## config.mk

```make
export PLATFORM = sky130hd
export DESIGN_NAME = dssar_top
export DESIGN_NICKNAME = d
export VERILOG_FILES = /design/src/hdl/dssar_pkg.sv /design/src/hdl/dssar_evt_if.sv /design/src/hdl/dssar_attn_sync.sv /design/src/hdl/dssar_top.sv
export VERILOG_INCLUDE_DIRS = /design/src /design/src/hdl
export SDC_FILE = /design/constraint.sdc
export NUM_CORES = 1
export LEC_CHECK = 0
export BUFFER_PORTS_ARGS = -buffer_cell sky130_fd_sc_hd__clkbuf_2
export CAP_MARGIN = 20
export CELL_PAD_IN_SITES_DETAIL_PLACEMENT = 0
export CELL_PAD_IN_SITES_GLOBAL_PLACEMENT = 2
export CORE_MARGIN = 2
export CORE_UTILIZATION = 35
export DETAILED_ROUTE_END_ITERATION = 7
export PLACE_DENSITY_LB_ADDON = 0.1
export SKIP_CTS_REPAIR_TIMING = 1
export SLEW_MARGIN = 40
export SYNTH_ARGS = -nofsm -noshare
export SYNTH_HDL_FRONTEND = slang
export SYNTH_SLANG_ARGS = --single-unit
```

## constraint.sdc

```tcl
create_clock -name CLK -period 2.35 [get_ports CLK]
set_clock_uncertainty 0.1 [all_clocks]
set_input_delay 0.1175 -clock CLK [delete_from_list [all_inputs] [get_ports CLK]]
set_output_delay 0.1175 -clock CLK [all_outputs]
set_load 0.02 [all_outputs]
```

## src/hdl/dssar_regs.svh

```systemverilog
`ifndef DSSAR_REGS_SVH
`define DSSAR_REGS_SVH

// register command addresses
`define DSSAR_ADDR_W 3
`define DSSAR_A_ECHO_HI 3'h0
`define DSSAR_A_ECHO_LO 3'h1
`define DSSAR_A_CYL 3'h2
`define DSSAR_A_ATTN 3'h3
`define DSSAR_A_COND 3'h4

// widths
`define DSSAR_WORD_W 18
`define DSSAR_HALF_W 9
`define DSSAR_CYL_W 8
`define DSSAR_COND_W 10

// halves of the 18-bit words, unit zero in the upper half
`define DSSAR_HI_MSB 17
`define DSSAR_HI_LSB 9
`define DSSAR_LO_MSB 8
`define DSSAR_LO_LSB 0

// condition register bit indices, word bit = 17 - status bit number
`define DSSAR_C_RESERVED 9
`define DSSAR_C_SEEK_INC 8
`define DSSAR_C_PACK_CHG 7
`define DSSAR_C_POSITIONING 6
`define DSSAR_C_ALT_WANTS 4
`define DSSAR_C_WCS_FAULT 3
`define DSSAR_C_END_CYL 2
`define DSSAR_C_OFFLINE 1
`define DSSAR_C_UNSAFE 0

// reset values and zero pads for store words
`define DSSAR_RST_WORD 18'h00000
`define DSSAR_RST_CYL 8'h00
`define DSSAR_RST_COND 10'h000
`define DSSAR_ZERO_PAD 8'h00
`define DSSAR_CYL_PAD 10'h000

`endif

```

## src/hdl/dssar_pkg.sv

```systemverilog
`include "dssar_regs.svh"

package dssar_pkg;

  // register bank state
  typedef struct packed {
    logic [`DSSAR_WORD_W-1:0] echo;
    logic [`DSSAR_CYL_W-1:0] cyl;
    logic [`DSSAR_WORD_W-1:0] attn;
    logic [`DSSAR_COND_W-1:0] cond;
    logic [`DSSAR_WORD_W-1:0] rd_data;
    logic rd_valid;
    logic irq;
  } dssar_state_t;

  // attention line synchroniser state
  typedef struct packed {
    logic [`DSSAR_WORD_W-1:0] s1;
    logic [`DSSAR_WORD_W-1:0] s2;
    logic [`DSSAR_WORD_W-1:0] s3;
  } dssar_sync_t;

endpackage

```

## src/hdl/dssar_evt_if.sv

```systemverilog
`timescale 1ns/100ps
`default_nettype none
`include "dssar_regs.svh"

// attention line events handed from the synchroniser to the bank
interface dssar_evt_if;
  logic [`DSSAR_WORD_W-1:0] rise;
  logic [`DSSAR_WORD_W-1:0] fall;
  modport src (output rise, output fall);
  modport dst (input rise, input fall);
endinterface
`default_nettype wire

```

## src/hdl/dssar_attn_sync.sv

```systemverilog
`timescale 1ns/100ps
`default_nettype none
`include "dssar_regs.svh"

module dssar_attn_sync
  import dssar_pkg::*;
(
  // clock and reset
  input wire logic clk,
  input wire logic rst,
  // raw attention lines, asynchronous
  input wire logic [`DSSAR_WORD_W-1:0] attn_raw,
  // one-cycle edge events
  dssar_evt_if.src evt
);

  dssar_sync_t cur;
  dssar_sync_t next_cur;

  // two flops per line, a third one only feeds the edge detector
  always_comb begin
    next_cur = cur;
    next_cur.s1 = attn_raw;
    next_cur.s2 = cur.s1;
    next_cur.s3 = cur.s2;
  end

  always_ff @(posedge clk) begin
    if (rst) begin
      cur <= '0;
    end else begin
      cur <= next_cur;
    end
  end

  // per-line edges; s1 is never looked at here, only s2 and s3
  genvar i;
  generate
    for (i = 0; i < `DSSAR_WORD_W; i++) begin : g_edge
      assign evt.rise[i] = cur.s2[i] & ~cur.s3[i];
      assign evt.fall[i] = ~cur.s2[i] & cur.s3[i];
    end
  endgenerate

endmodule // dssar_attn_sync
`default_nettype wire

```

## src/hdl/dssar_top.sv

```systemverilog
// How it works
// selected-device return is 18 bits, nine lines from each unit.
// each half of the selected-device return loads by its own command.
// a select captures the selected unit's eight cylinder position lines.
// cylinder register holds last cylinder, unsigned, weights 128 down to 1.
// host may load the cylinder register for fault isolation.
// when unsafe, cylinder register holds the unsafe cause bits instead.
// attention register takes nine lines per unit, one bit per drive.
// each drive's event sets its own bit, same place as select.
// attention bits accumulate, simultaneous too, and stay until cleared.
// attention interrupt only while no data transfer command is busy.
// attention reads as one 18-bit word, unit zero upper half.
// host may load the attention register directly.
// software clears seek or pack attention: select, read gate, control tag.
// seek incomplete clears by restore; restore end gives new attention.
// alternate channel release attention clears by a plain select.
// drive condition is 10 bits, bits 0 to 7 read zero.
// host may force any pattern into the drive condition register.
// bit 8 means reserved to alternate channel; others then undefined.
// bits 9, 10, 11: seek incomplete, pack change, positioning.
// bit 13 says the alternate channel wants the drive.
// bit 15 is end of cylinder, head 19 advanced to 20.
// bits 14, 16, 17: write current fault, off-line, unsafe.
// a select captures status and physical identity of the drive.
// store words are right-adjusted in 18 bits.
// attention lines pass a synchroniser before setting any bit.
`timescale 1ns/100ps
`default_nettype none
`include "dssar_regs.svh"

module dssar_top
  import dssar_pkg::*;
(
  // clock and reset
  input wire logic CLK,
  input wire logic SYS_RST,
  // register load and store commands
  input wire logic LOAD,
  input wire logic STORE,
  input wire logic [`DSSAR_ADDR_W-1:0] REG_ADDR,
  input wire logic [`DSSAR_WORD_W-1:0] LOAD_DATA,
  output logic [`DSSAR_WORD_W-1:0] STORE_DATA,
  output logic STORE_VALID,
  // drive select events
  input wire logic SELECT_LOAD,
  input wire logic SELECT_UNIT,
  input wire logic XFER_BUSY,
  // file electronics unit zero
  input wire logic [`DSSAR_HALF_W-1:0] UNIT0_DEVICE,
  input wire logic [`DSSAR_CYL_W-1:0] UNIT0_CYL_POS_BUS,
  input wire logic [`DSSAR_COND_W-1:0] UNIT0_STATUS,
  input wire logic [`DSSAR_HALF_W-1:0] UNIT0_ATTN,
  // file electronics unit one
  input wire logic [`DSSAR_HALF_W-1:0] UNIT1_DEVICE,
  input wire logic [`DSSAR_CYL_W-1:0] UNIT1_CYL_POS_BUS,
  input wire logic [`DSSAR_COND_W-1:0] UNIT1_STATUS,
  input wire logic [`DSSAR_HALF_W-1:0] UNIT1_ATTN,
  // attention interrupt
  output logic ATTN_IRQ
);

  dssar_state_t cur;
  dssar_state_t next_cur;
  dssar_evt_if evt ();

  logic [`DSSAR_WORD_W-1:0] attn_raw;
  logic [`DSSAR_CYL_W-1:0] sel_cyl;
  logic [`DSSAR_COND_W-1:0] sel_status;
  logic ld_echo_hi;
  logic ld_echo_lo;
  logic ld_cyl;
  logic ld_attn;
  logic ld_cond;

  // unit zero owns the upper nine bits, unit one the lower nine
  assign attn_raw = {UNIT0_ATTN, UNIT1_ATTN};

  // attention lines are asynchronous to CLK
  dssar_attn_sync u_sync (
    .clk(CLK),
    .rst(SYS_RST),
    .attn_raw(attn_raw),
    .evt(evt)
  );

  // the shared buses of the selected unit only
  assign sel_cyl = SELECT_UNIT ? UNIT1_CYL_POS_BUS : UNIT0_CYL_POS_BUS;
  assign sel_status = SELECT_UNIT ? UNIT1_STATUS : UNIT0_STATUS;

  // load command decode
  assign ld_echo_hi = LOAD && (REG_ADDR == `DSSAR_A_ECHO_HI);
  assign ld_echo_lo = LOAD && (REG_ADDR == `DSSAR_A_ECHO_LO);
  assign ld_cyl = LOAD && (REG_ADDR == `DSSAR_A_CYL);
  assign ld_attn = LOAD && (REG_ADDR == `DSSAR_A_ATTN);
  assign ld_cond = LOAD && (REG_ADDR == `DSSAR_A_COND);

  // next state of the whole bank
  always_comb begin
    next_cur = cur;
    next_cur.rd_valid = 1'b0;

    // select captures identity, position and status of the drive
    if (SELECT_LOAD) begin
      next_cur.echo = {UNIT0_DEVICE, UNIT1_DEVICE};
      // unsafe drives put their cause bits on the same lines
      next_cur.cyl = sel_cyl;
      next_cur.cond = sel_status;
    end

    // host loads win over a select in the same cycle
    if (ld_echo_hi) begin
      next_cur.echo[`DSSAR_HI_MSB:`DSSAR_HI_LSB] =
        LOAD_DATA[`DSSAR_LO_MSB:`DSSAR_LO_LSB];
    end
    if (ld_echo_lo) begin
      next_cur.echo[`DSSAR_LO_MSB:`DSSAR_LO_LSB] =
        LOAD_DATA[`DSSAR_LO_MSB:`DSSAR_LO_LSB];
    end
    if (ld_cyl) begin
      next_cur.cyl = LOAD_DATA[`DSSAR_CYL_W-1:0];
    end
    if (ld_cond) begin
      next_cur.cond = LOAD_DATA[`DSSAR_COND_W-1:0];
    end

    // a drive drops its line once its cause is cleared; the bit follows
    next_cur.attn = cur.attn & ~evt.fall;
    if (ld_attn) begin
      next_cur.attn = LOAD_DATA;
    end
    // set wins over any clear so no event is lost
    next_cur.attn = next_cur.attn | evt.rise;

    // registered interrupt, held off during data transfer commands
    next_cur.irq = (|cur.attn) && !XFER_BUSY;

    // store answers one cycle after the command, right-adjusted
    if (STORE) begin
      next_cur.rd_valid = 1'b1;
      case (REG_ADDR)
        `DSSAR_A_ECHO_HI,
        `DSSAR_A_ECHO_LO: begin
          next_cur.rd_data = cur.echo;
        end
        `DSSAR_A_CYL: begin
          next_cur.rd_data = {`DSSAR_CYL_PAD, cur.cyl};
        end
        `DSSAR_A_ATTN: begin
          next_cur.rd_data = cur.attn;
        end
        `DSSAR_A_COND: begin
          // upper bits and bit 7 read as zero
          next_cur.rd_data = {`DSSAR_ZERO_PAD, cur.cond};
        end
        default: begin
          next_cur.rd_data = `DSSAR_RST_WORD;
        end
      endcase
    end
  end

  // single state register
  always_ff @(posedge CLK) begin
    if (SYS_RST) begin
      cur.echo <= `DSSAR_RST_WORD;
      cur.cyl <= `DSSAR_RST_CYL;
      cur.attn <= `DSSAR_RST_WORD;
      cur.cond <= `DSSAR_RST_COND;
      cur.rd_data <= `DSSAR_RST_WORD;
      cur.rd_valid <= 1'b0;
      cur.irq <= 1'b0;
    end else begin
      cur <= next_cur;
    end
  end

  // outputs straight from flops
  assign STORE_DATA = cur.rd_data;
  assign STORE_VALID = cur.rd_valid;
  assign ATTN_IRQ = cur.irq;

  // busy transfer command masks the interrupt on the next edge
  a_irq_busy_gate:
  assert property (@(posedge CLK) disable iff (SYS_RST)
    XFER_BUSY |=> !ATTN_IRQ)
  else $error("attention interrupt raised while transfer busy");

  // pending attention with idle channel raises interrupt
  a_irq_raise:
  assert property (@(posedge CLK) disable iff (SYS_RST)
    ((|cur.attn) && !XFER_BUSY) |=> ATTN_IRQ)
  else $error("attention interrupt missing");

  // an edge always leaves its bit set
  a_attn_set_wins:
  assert property (@(posedge CLK) disable iff (SYS_RST)
    (|evt.rise) |=> ((cur.attn & $past(evt.rise)) == $past(evt.rise)))
  else $error("attention event lost");

  // without a fall or a load every set bit stays set
  a_attn_sticky:
  assert property (@(posedge CLK) disable iff (SYS_RST)
    (!ld_attn && !(|evt.fall)) |=>
      ((cur.attn & $past(cur.attn)) == $past(cur.attn)))
  else $error("attention bit dropped without a clear");

  // select captures identity from both units
  a_sel_echo:
  assert property (@(posedge CLK) disable iff (SYS_RST)
    (SELECT_LOAD && !LOAD) |=>
      (cur.echo == $past({UNIT0_DEVICE, UNIT1_DEVICE})))
  else $error("selected-device return not captured");

  // select captures the selected unit's position and status
  a_sel_cyl_cond:
  assert property (@(posedge CLK) disable iff (SYS_RST)
    (SELECT_LOAD && !LOAD) |=>
      (cur.cyl == $past(sel_cyl)) && (cur.cond == $past(sel_status)))
  else $error("cylinder or status not captured on select");

  // an upper-half load leaves the lower half alone
  a_echo_half:
  assert property (@(posedge CLK) disable iff (SYS_RST)
    (ld_echo_hi && !SELECT_LOAD) |=>
      (cur.echo[`DSSAR_LO_MSB:`DSSAR_LO_LSB] ==
       $past(cur.echo[`DSSAR_LO_MSB:`DSSAR_LO_LSB])) &&
      (cur.echo[`DSSAR_HI_MSB:`DSSAR_HI_LSB] ==
       $past(LOAD_DATA[`DSSAR_LO_MSB:`DSSAR_LO_LSB])))
  else $error("half load of selected-device return wrong");

  // attention store returns all 18 bits one cycle later
  a_store_attn:
  assert property (@(posedge CLK) disable iff (SYS_RST)
    (STORE && (REG_ADDR == `DSSAR_A_ATTN)) |=>
      STORE_VALID && (STORE_DATA == $past(cur.attn)))
  else $error("attention store word wrong");

  // condition store keeps upper eight bits at zero
  a_store_cond:
  assert property (@(posedge CLK) disable iff (SYS_RST)
    (STORE && (REG_ADDR == `DSSAR_A_COND)) |=>
      STORE_VALID && (STORE_DATA[17:10] == `DSSAR_ZERO_PAD) &&
      (STORE_DATA[9:0] == $past(cur.cond)))
  else $error("condition store word wrong");

  // store valid is raised only in the cycle after a store command
  a_store_pulse:
  assert property (@(posedge CLK) disable iff (SYS_RST)
    STORE_VALID |-> $past(STORE))
  else $error("store answer without a command");

  // host load of the cylinder register lands next cycle
  a_cyl_load:
  assert property (@(posedge CLK) disable iff (SYS_RST)
    ld_cyl |=> (cur.cyl == $past(LOAD_DATA[`DSSAR_CYL_W-1:0])))
  else $error("cylinder load lost");

  // forced condition pattern lands unchanged
  a_cond_load:
  assert property (@(posedge CLK) disable iff (SYS_RST)
    ld_cond |=> (cur.cond == $past(LOAD_DATA[`DSSAR_COND_W-1:0])))
  else $error("condition load lost");

  // a lower-half load leaves the upper half alone
  a_echo_lo_half:
  assert property (@(posedge CLK) disable iff (SYS_RST)
    (ld_echo_lo && !SELECT_LOAD) |=>
      (cur.echo[`DSSAR_HI_MSB:`DSSAR_HI_LSB] ==
       $past(cur.echo[`DSSAR_HI_MSB:`DSSAR_HI_LSB])) &&
      (cur.echo[`DSSAR_LO_MSB:`DSSAR_LO_LSB] ==
       $past(LOAD_DATA[`DSSAR_LO_MSB:`DSSAR_LO_LSB])))
  else $error("lower half load of selected-device return wrong");

  // direct attention load, a same-cycle event still sets its bit
  a_attn_load:
  assert property (@(posedge CLK) disable iff (SYS_RST)
    ld_attn |=> (cur.attn == ($past(LOAD_DATA) | $past(evt.rise))))
  else $error("attention load lost");

  // a dropped line clears its bit unless a load rewrites it
  a_attn_fall_clear:
  assert property (@(posedge CLK) disable iff (SYS_RST)
    ((|evt.fall) && !ld_attn) |=>
      ((cur.attn & $past(evt.fall)) == `DSSAR_RST_WORD))
  else $error("attention bit not cleared");

  // echo store returns the whole word, both halves
  a_store_echo:
  assert property (@(posedge CLK) disable iff (SYS_RST)
    (STORE && (REG_ADDR == `DSSAR_A_ECHO_LO)) |=>
      STORE_VALID && (STORE_DATA == $past(cur.echo)))
  else $error("selected-device store word wrong");

  // cylinder store is right-adjusted with a zero pad
  a_store_cyl:
  assert property (@(posedge CLK) disable iff (SYS_RST)
    (STORE && (REG_ADDR == `DSSAR_A_CYL)) |=>
      STORE_VALID && (STORE_DATA == {`DSSAR_CYL_PAD, $past(cur.cyl)}))
  else $error("cylinder store word wrong");

  // unmapped addresses still answer, with an all-zero word
  a_store_unmapped:
  assert property (@(posedge CLK) disable iff (SYS_RST)
    (STORE && (REG_ADDR > `DSSAR_A_COND)) |=>
      STORE_VALID && (STORE_DATA == `DSSAR_RST_WORD))
  else $error("unmapped store word not zero");

endmodule // dssar_top
`default_nettype wire

```

-- After elaboration in Yosys (flattened, before gate mapping)
Index checks and enable logic that the tools add are counted.
Widths: inputs -> output; s select.
- register bits after elaboration: 128
- memories kept: 0
- output and inout bits: 20
- memory bits (read-only): 0
- bits in latches: 0
- RAM bits: 0
- $mul: 0
- shift-type cells: 0
- reductions and logical operators: 14
- div/mod/pow operators: 0
- magnitude comparators: 0
- multiplexer cells: 11
- bitwise logic cells: 75
- equality and inequality tests: 4
- add/sub/neg operators: 0
- operators by type and width (kind ; number):
    $pmux 18 s4 ; 1
    $and 1x1->1 ; 36
    $not 1->1 ; 36
    $mux 10 ; 3
    $mux 26 ; 1
    $and 18x18->18 ; 1
    $mux 18 ; 1
    $mux 9 ; 2
    $not 18->18 ; 1
    $or 18x18->18 ; 1
    $reduce_or 18->1 ; 1
    $mux 8 ; 2
    $reduce_bool 2->1 ; 4
    $eq 3x2->1 const B ; 2
    $logic_and 1x1->1 ; 6
    $eq 3x1->1 const B ; 1
    $eq 3x3->1 const B ; 1
    $logic_not 3->1 ; 1
    $reduce_or 2->1 ; 1
    $logic_not 1->1 ; 1
    $mux 1 ; 1

-- Depth between registers and ports, before layout
- depth after elaboration: 6
- gate-level depth with buffers: 6
- gate-level depth less buffers: 3

-- By module
A second synthesis with hierarchy kept.
- cells, all modules: 600
- area total of the unflattened synthesis: 5615.4 um2
- modules (own cells, without submodules) (module ; cells each ; sequential area each (um2) ; area an instance (um2) ; instances):
    dssar_top ; 451 ; 1481.4 ; 3946.3 ; 1
    dssar_attn_sync ; 149 ; 1081.0 ; 1669.1 ; 1

-- Least setup slack after synthesis
Ideal clock, no wire load.
- path kind: input to register
- start: input REG_ADDR[1]
- end: register cur[73] (netlist bit)
- library setup time: 134 ps
- data required time: 2116 ps
- cell stages on the path: 6
- arrival time: 1205 ps
- slack: 911 ps
- path through: buf_2 -> or4b_1 -> buf_4 -> buf_6 -> nor2_1 -> a211oi_2
- cells in the longest elaborated chain, start to end: 3
- elaborated cells between the ends (all ways): 4
- ends and longest elaborated chain (what ; line ; source):
    start: declaration ; dssar_top.sv:40 ; input wire logic [`DSSAR_ADDR_W-1:0] REG_ADDR,
    $logic_not 3->1 * ; - ;
    $logic_and 1x1->1 * ; dssar_top.sv:91 ; assign ld_echo_hi = LOAD && (REG_ADDR == `DSSAR_A_ECHO_HI);
    $mux 9 or $reduce_bool 2->1 (tied branches) ; - ;
    end signal: assignment ; dssar_top.sv:173 ; cur <= next_cur;
    end: declaration ; dssar_top.sv:62 ; dssar_state_t cur;
Mark *: on every way between the ends. The rest lies on a longest branch, timed or not.
A chain may end at the register's enable or synchronous reset.

-- Worst setup path after layout
- start: input REG_ADDR[1]
- end: register cur[56] (netlist bit)
- cells in the longest elaborated chain, start to end: 3
- elaborated cells between the ends (all ways): 4
- ends and longest elaborated chain (what ; line ; source):
    $eq 3x1->1 * ; - ;
    $logic_and 1x1->1 * ; dssar_top.sv:92 ; assign ld_echo_lo = LOAD && (REG_ADDR == `DSSAR_A_ECHO_LO);
    $mux 9 or $reduce_bool 2->1 (tied branches) ; - ;
Marked as above.

==> metrics.cfg <==
[power]
switchingPower_mw = 1.418
p_int_mw = 4.171
powerDensity_nw_per_um2 = 776.9
vdd_drop_max_uv = 580.7
pwr-share-clk_pct = 47.5
combinationalPowerShare_pct = 10.2
swShare_pct = 25.37
p_seq_share_pct = 42.3
cellLeakagePower_nw = 3.076

[place]
dp_hpwl_mm = 10.92
place_ws_ps = 346.1
gp_congestion = 0.8492
portBuffers = 119
dp_cells = 859

[synthesis]
yosysUniqueCellTypes = 38
syn_nets = 684
synthAdderAreaFrac_pct = 0
synth_compound_area_share_pct = 17.19
synth_area_per_cell_um2 = 9.425
muxShareOfSynthArea_pct = 6.911
synth_area_um2 = 5504
synthCells = 584
synth_top_family_by_area = simple AND/OR/NAND/NOR gates
synth-xor-area-share_pct = 0
ys_warn_count = 0
ys_ff_latch = 128
synth_seq_area_share_pct = 46.56
synthSimpleGateAreaFrac_pct = 23.03

[global_route]
grt_overflow = 0
grt_pass1_vias = 4162
grtUsageTotal_pct = 18.68
grt_pass1_wl_mm = 23.16
grt_max_degree = 48
antenna_found_initial = 0

[floorplan]
die_w_um = 129.4
ios = 120
fp.coreArea_um2 = 15260
die-area_um2 = 16740
rows = 45
initial_core_util_pct = 36.07
fp.dieH_um = 129.4

[setup_path]
end_kind = register
crit_path_max_fanout = 26
critPathRequiredTime_ps = 2620
arrival_ps = 2000
cp-start-kind = input pin
crit_type = in2reg

[cts]
numClockSinks = 128
h-tree-depth = 4
cts_made_buffers = 17
tritoncts = done
clock_latency_ps = 420
clk_pin_slew_ps = 60
clock_path_buffers = 2
cts_root_buf = clkbuf_16

[timing]
finalHoldViolCount = 2
fmax_ghz = 0.5753
worst_slack_ps = 611.8
tightestPinTransition_ps = 768.5
final_max_slew_viol_count = 0
timing.slew.headroom_pct = 48.76
min_period_ps = 1738
finalSetupTns_ps = 0
rsz0062_at_grt = false
setup_viol = 0
holdWs_ps = -6.904
post-route-period-util_pct = 73.97

[route]
routedWlPerCell_um = 16.30
drc = 0
drt_wl_total_mm = 15.35
vias_per_cell = 4.799
ant_nets = 0
drtIter0Drc = 360
dr.pass1.iters = 4
via_count = 4521

[min_path]
hold_path_class = in2reg

[run_status]
violations = hold timing
status = finished with violations

[final_layout]
finalNetCount = 818
drive_gt1_share_pct = 24.21
synthToLayoutAreaGrowth_pct = 30.71
num_antenna_cells = 0
final_cells = 942

[flow_run]
maxCapViolCount = 0

power by group through the flow:
stage                     Sequential [mW]  Combinational, mW  Clock (mW)
after CTS                            2.36              0.510        2.72
after detailed placement             2.41              0.508           0
after global placement               2.41              0.499           0
after global routing                 2.37              0.630        2.83
after floorplan                      2.37              0.341           0
final                                2.36              0.571        2.66
worst paths after layout:
path                                       end  depth (start not counted)            start  slack (ps)
worst min-delay path                   cur[67]                          3  UNIT0_DEVICE[2]          -7
worst max-delay path                   cur[56]                          7      REG_ADDR[1]         610
worst min register to register  u_sync.cur[23]                          1   u_sync.cur[41]         330
worst max register to register         cur[60]                          3          cur[60]         990
worst max-delay path, stage by stage:
cell           delay, ps
clkbuf_2             310
buf_4                340
nand4bb_1            160
buf_4                240
nor2_1                60
a211oi_1             200
dlygate4sd3_1        570
final cells by class:
class | count | area [um^2]
clock inverter | 15 | 171.4
fill | 1462 | 8064
sequential | 128 | 2562
inverter | 1 | 3.754
multi-input combinational | 393 | 2594
tap | 211 | 264.0
clock buffer | 17 | 425.4
timing repair buffer | 177 | 1174
state kept, by name, summed over array words and instances (netlist names):
signal	cells
STORE_DATA	18
u_sync.cur	54
STORE_VALID	1
cur	54
ATTN_IRQ	1
stage by stage:
stage	hold WS [ps]	cell area [um^2]	power [mW]	util, %
finish	-6.904	7194	5.590	47.15
global route	2.670	7194	5.831	47.15
CTS	-223.3	6684	5.590	43.80
detailed placement	230.4	6087	2.919	39.89
global placement	223.2	6087	2.908	39.89
floorplan	89.64	5504	2.716	-
per-layer routing:
metal	part of all wire, %	track usage, %
met2	45	28.48
met1	48	25.09
met4	1.2	5.627
met5	0	0
met3	6.5	6.358
layout by cell type (no fill, tap or decap), types with 4 or more instances in the layout:
cell           synthesis  layout
a211oi_1              11      11
a211oi_2               9       9
a21oi_1               70      70
a221o_1                7       7
a22o_1                18      18
and3_1                 9       9
buf_4                 20       7
clkbuf_16              0      17
clkbuf_2               1     118
dfxtp_1              128     128
dlygate4sd3_1          0      51
inv_6                  0       8
mux2i_1               38      38
nand2_1               12      12
nand2b_1              18      18
nand3_1               18      18
nand3b_1              14      14
nor2_1                40      40
nor2b_1               90      90
nor4_1                 4       4
nor4bb_1               4       4
o21ai_0                9       9
o221a_2                7       7
Yosys cell counts:
| cell type | count | area share [%] |
|---|---|---|
| nand2b_1 | 18 | 2.0 |
| a22o_1 | 18 | 2.9 |
| a21oi_1 | 70 | 6.4 |
| nor2b_1 | 90 | 10 |
| nor4bb_1 | 4 | 0.73 |
| inv_1 | 1 | 0.068 |
| nand3_1 | 18 | 1.6 |
| a31oi_1 | 1 | 0.11 |
| a2111o_1 | 1 | 0.20 |
| o22ai_1 | 2 | 0.23 |
| dfxtp_1 | 128 | 47 |
| nand4bb_1 | 1 | 0.20 |
| nand4b_1 | 1 | 0.16 |
| a221o_1 | 7 | 1.3 |
| or2_2 | 1 | 0.11 |
| nor3b_1 | 2 | 0.27 |
| a211oi_2 | 9 | 2.0 |
| buf_4 | 20 | 2.7 |
| nor3_2 | 1 | 0.18 |
| buf_2 | 16 | 1.5 |
| nand2_1 | 12 | 0.82 |
| clkbuf_1 | 20 | 1.4 |
| or4b_1 | 1 | 0.18 |
| buf_6 | 2 | 0.41 |
| o21ba_2 | 1 | 0.18 |
| o21ai_0 | 9 | 0.82 |
| nor2_1 | 40 | 2.7 |
| a311oi_1 | 1 | 0.16 |
| nor4_1 | 4 | 0.45 |
| and4b_1 | 1 | 0.18 |
| mux2i_1 | 38 | 6.9 |
| a211oi_1 | 11 | 1.5 |
| o221a_2 | 7 | 1.4 |
| clkbuf_2 | 1 | 0.091 |
| and3b_1 | 1 | 0.16 |
| nand3b_1 | 14 | 1.9 |
| and3_1 | 9 | 1.0 |
| buf_1 | 3 | 0.20 |
cells by family (layout without fill, tap and decap cells):
kind of cell | count (synthesis) | in the layout
multiplexers | 38 | 38
AO/OA/AOI/OAI | 137 | 137
flip-flops | 128 | 128
buffers and inverters | 63 | 210
AND/OR/NAND/NOR | 218 | 218
No activity file was read; power rests on OpenSTA's default activity.
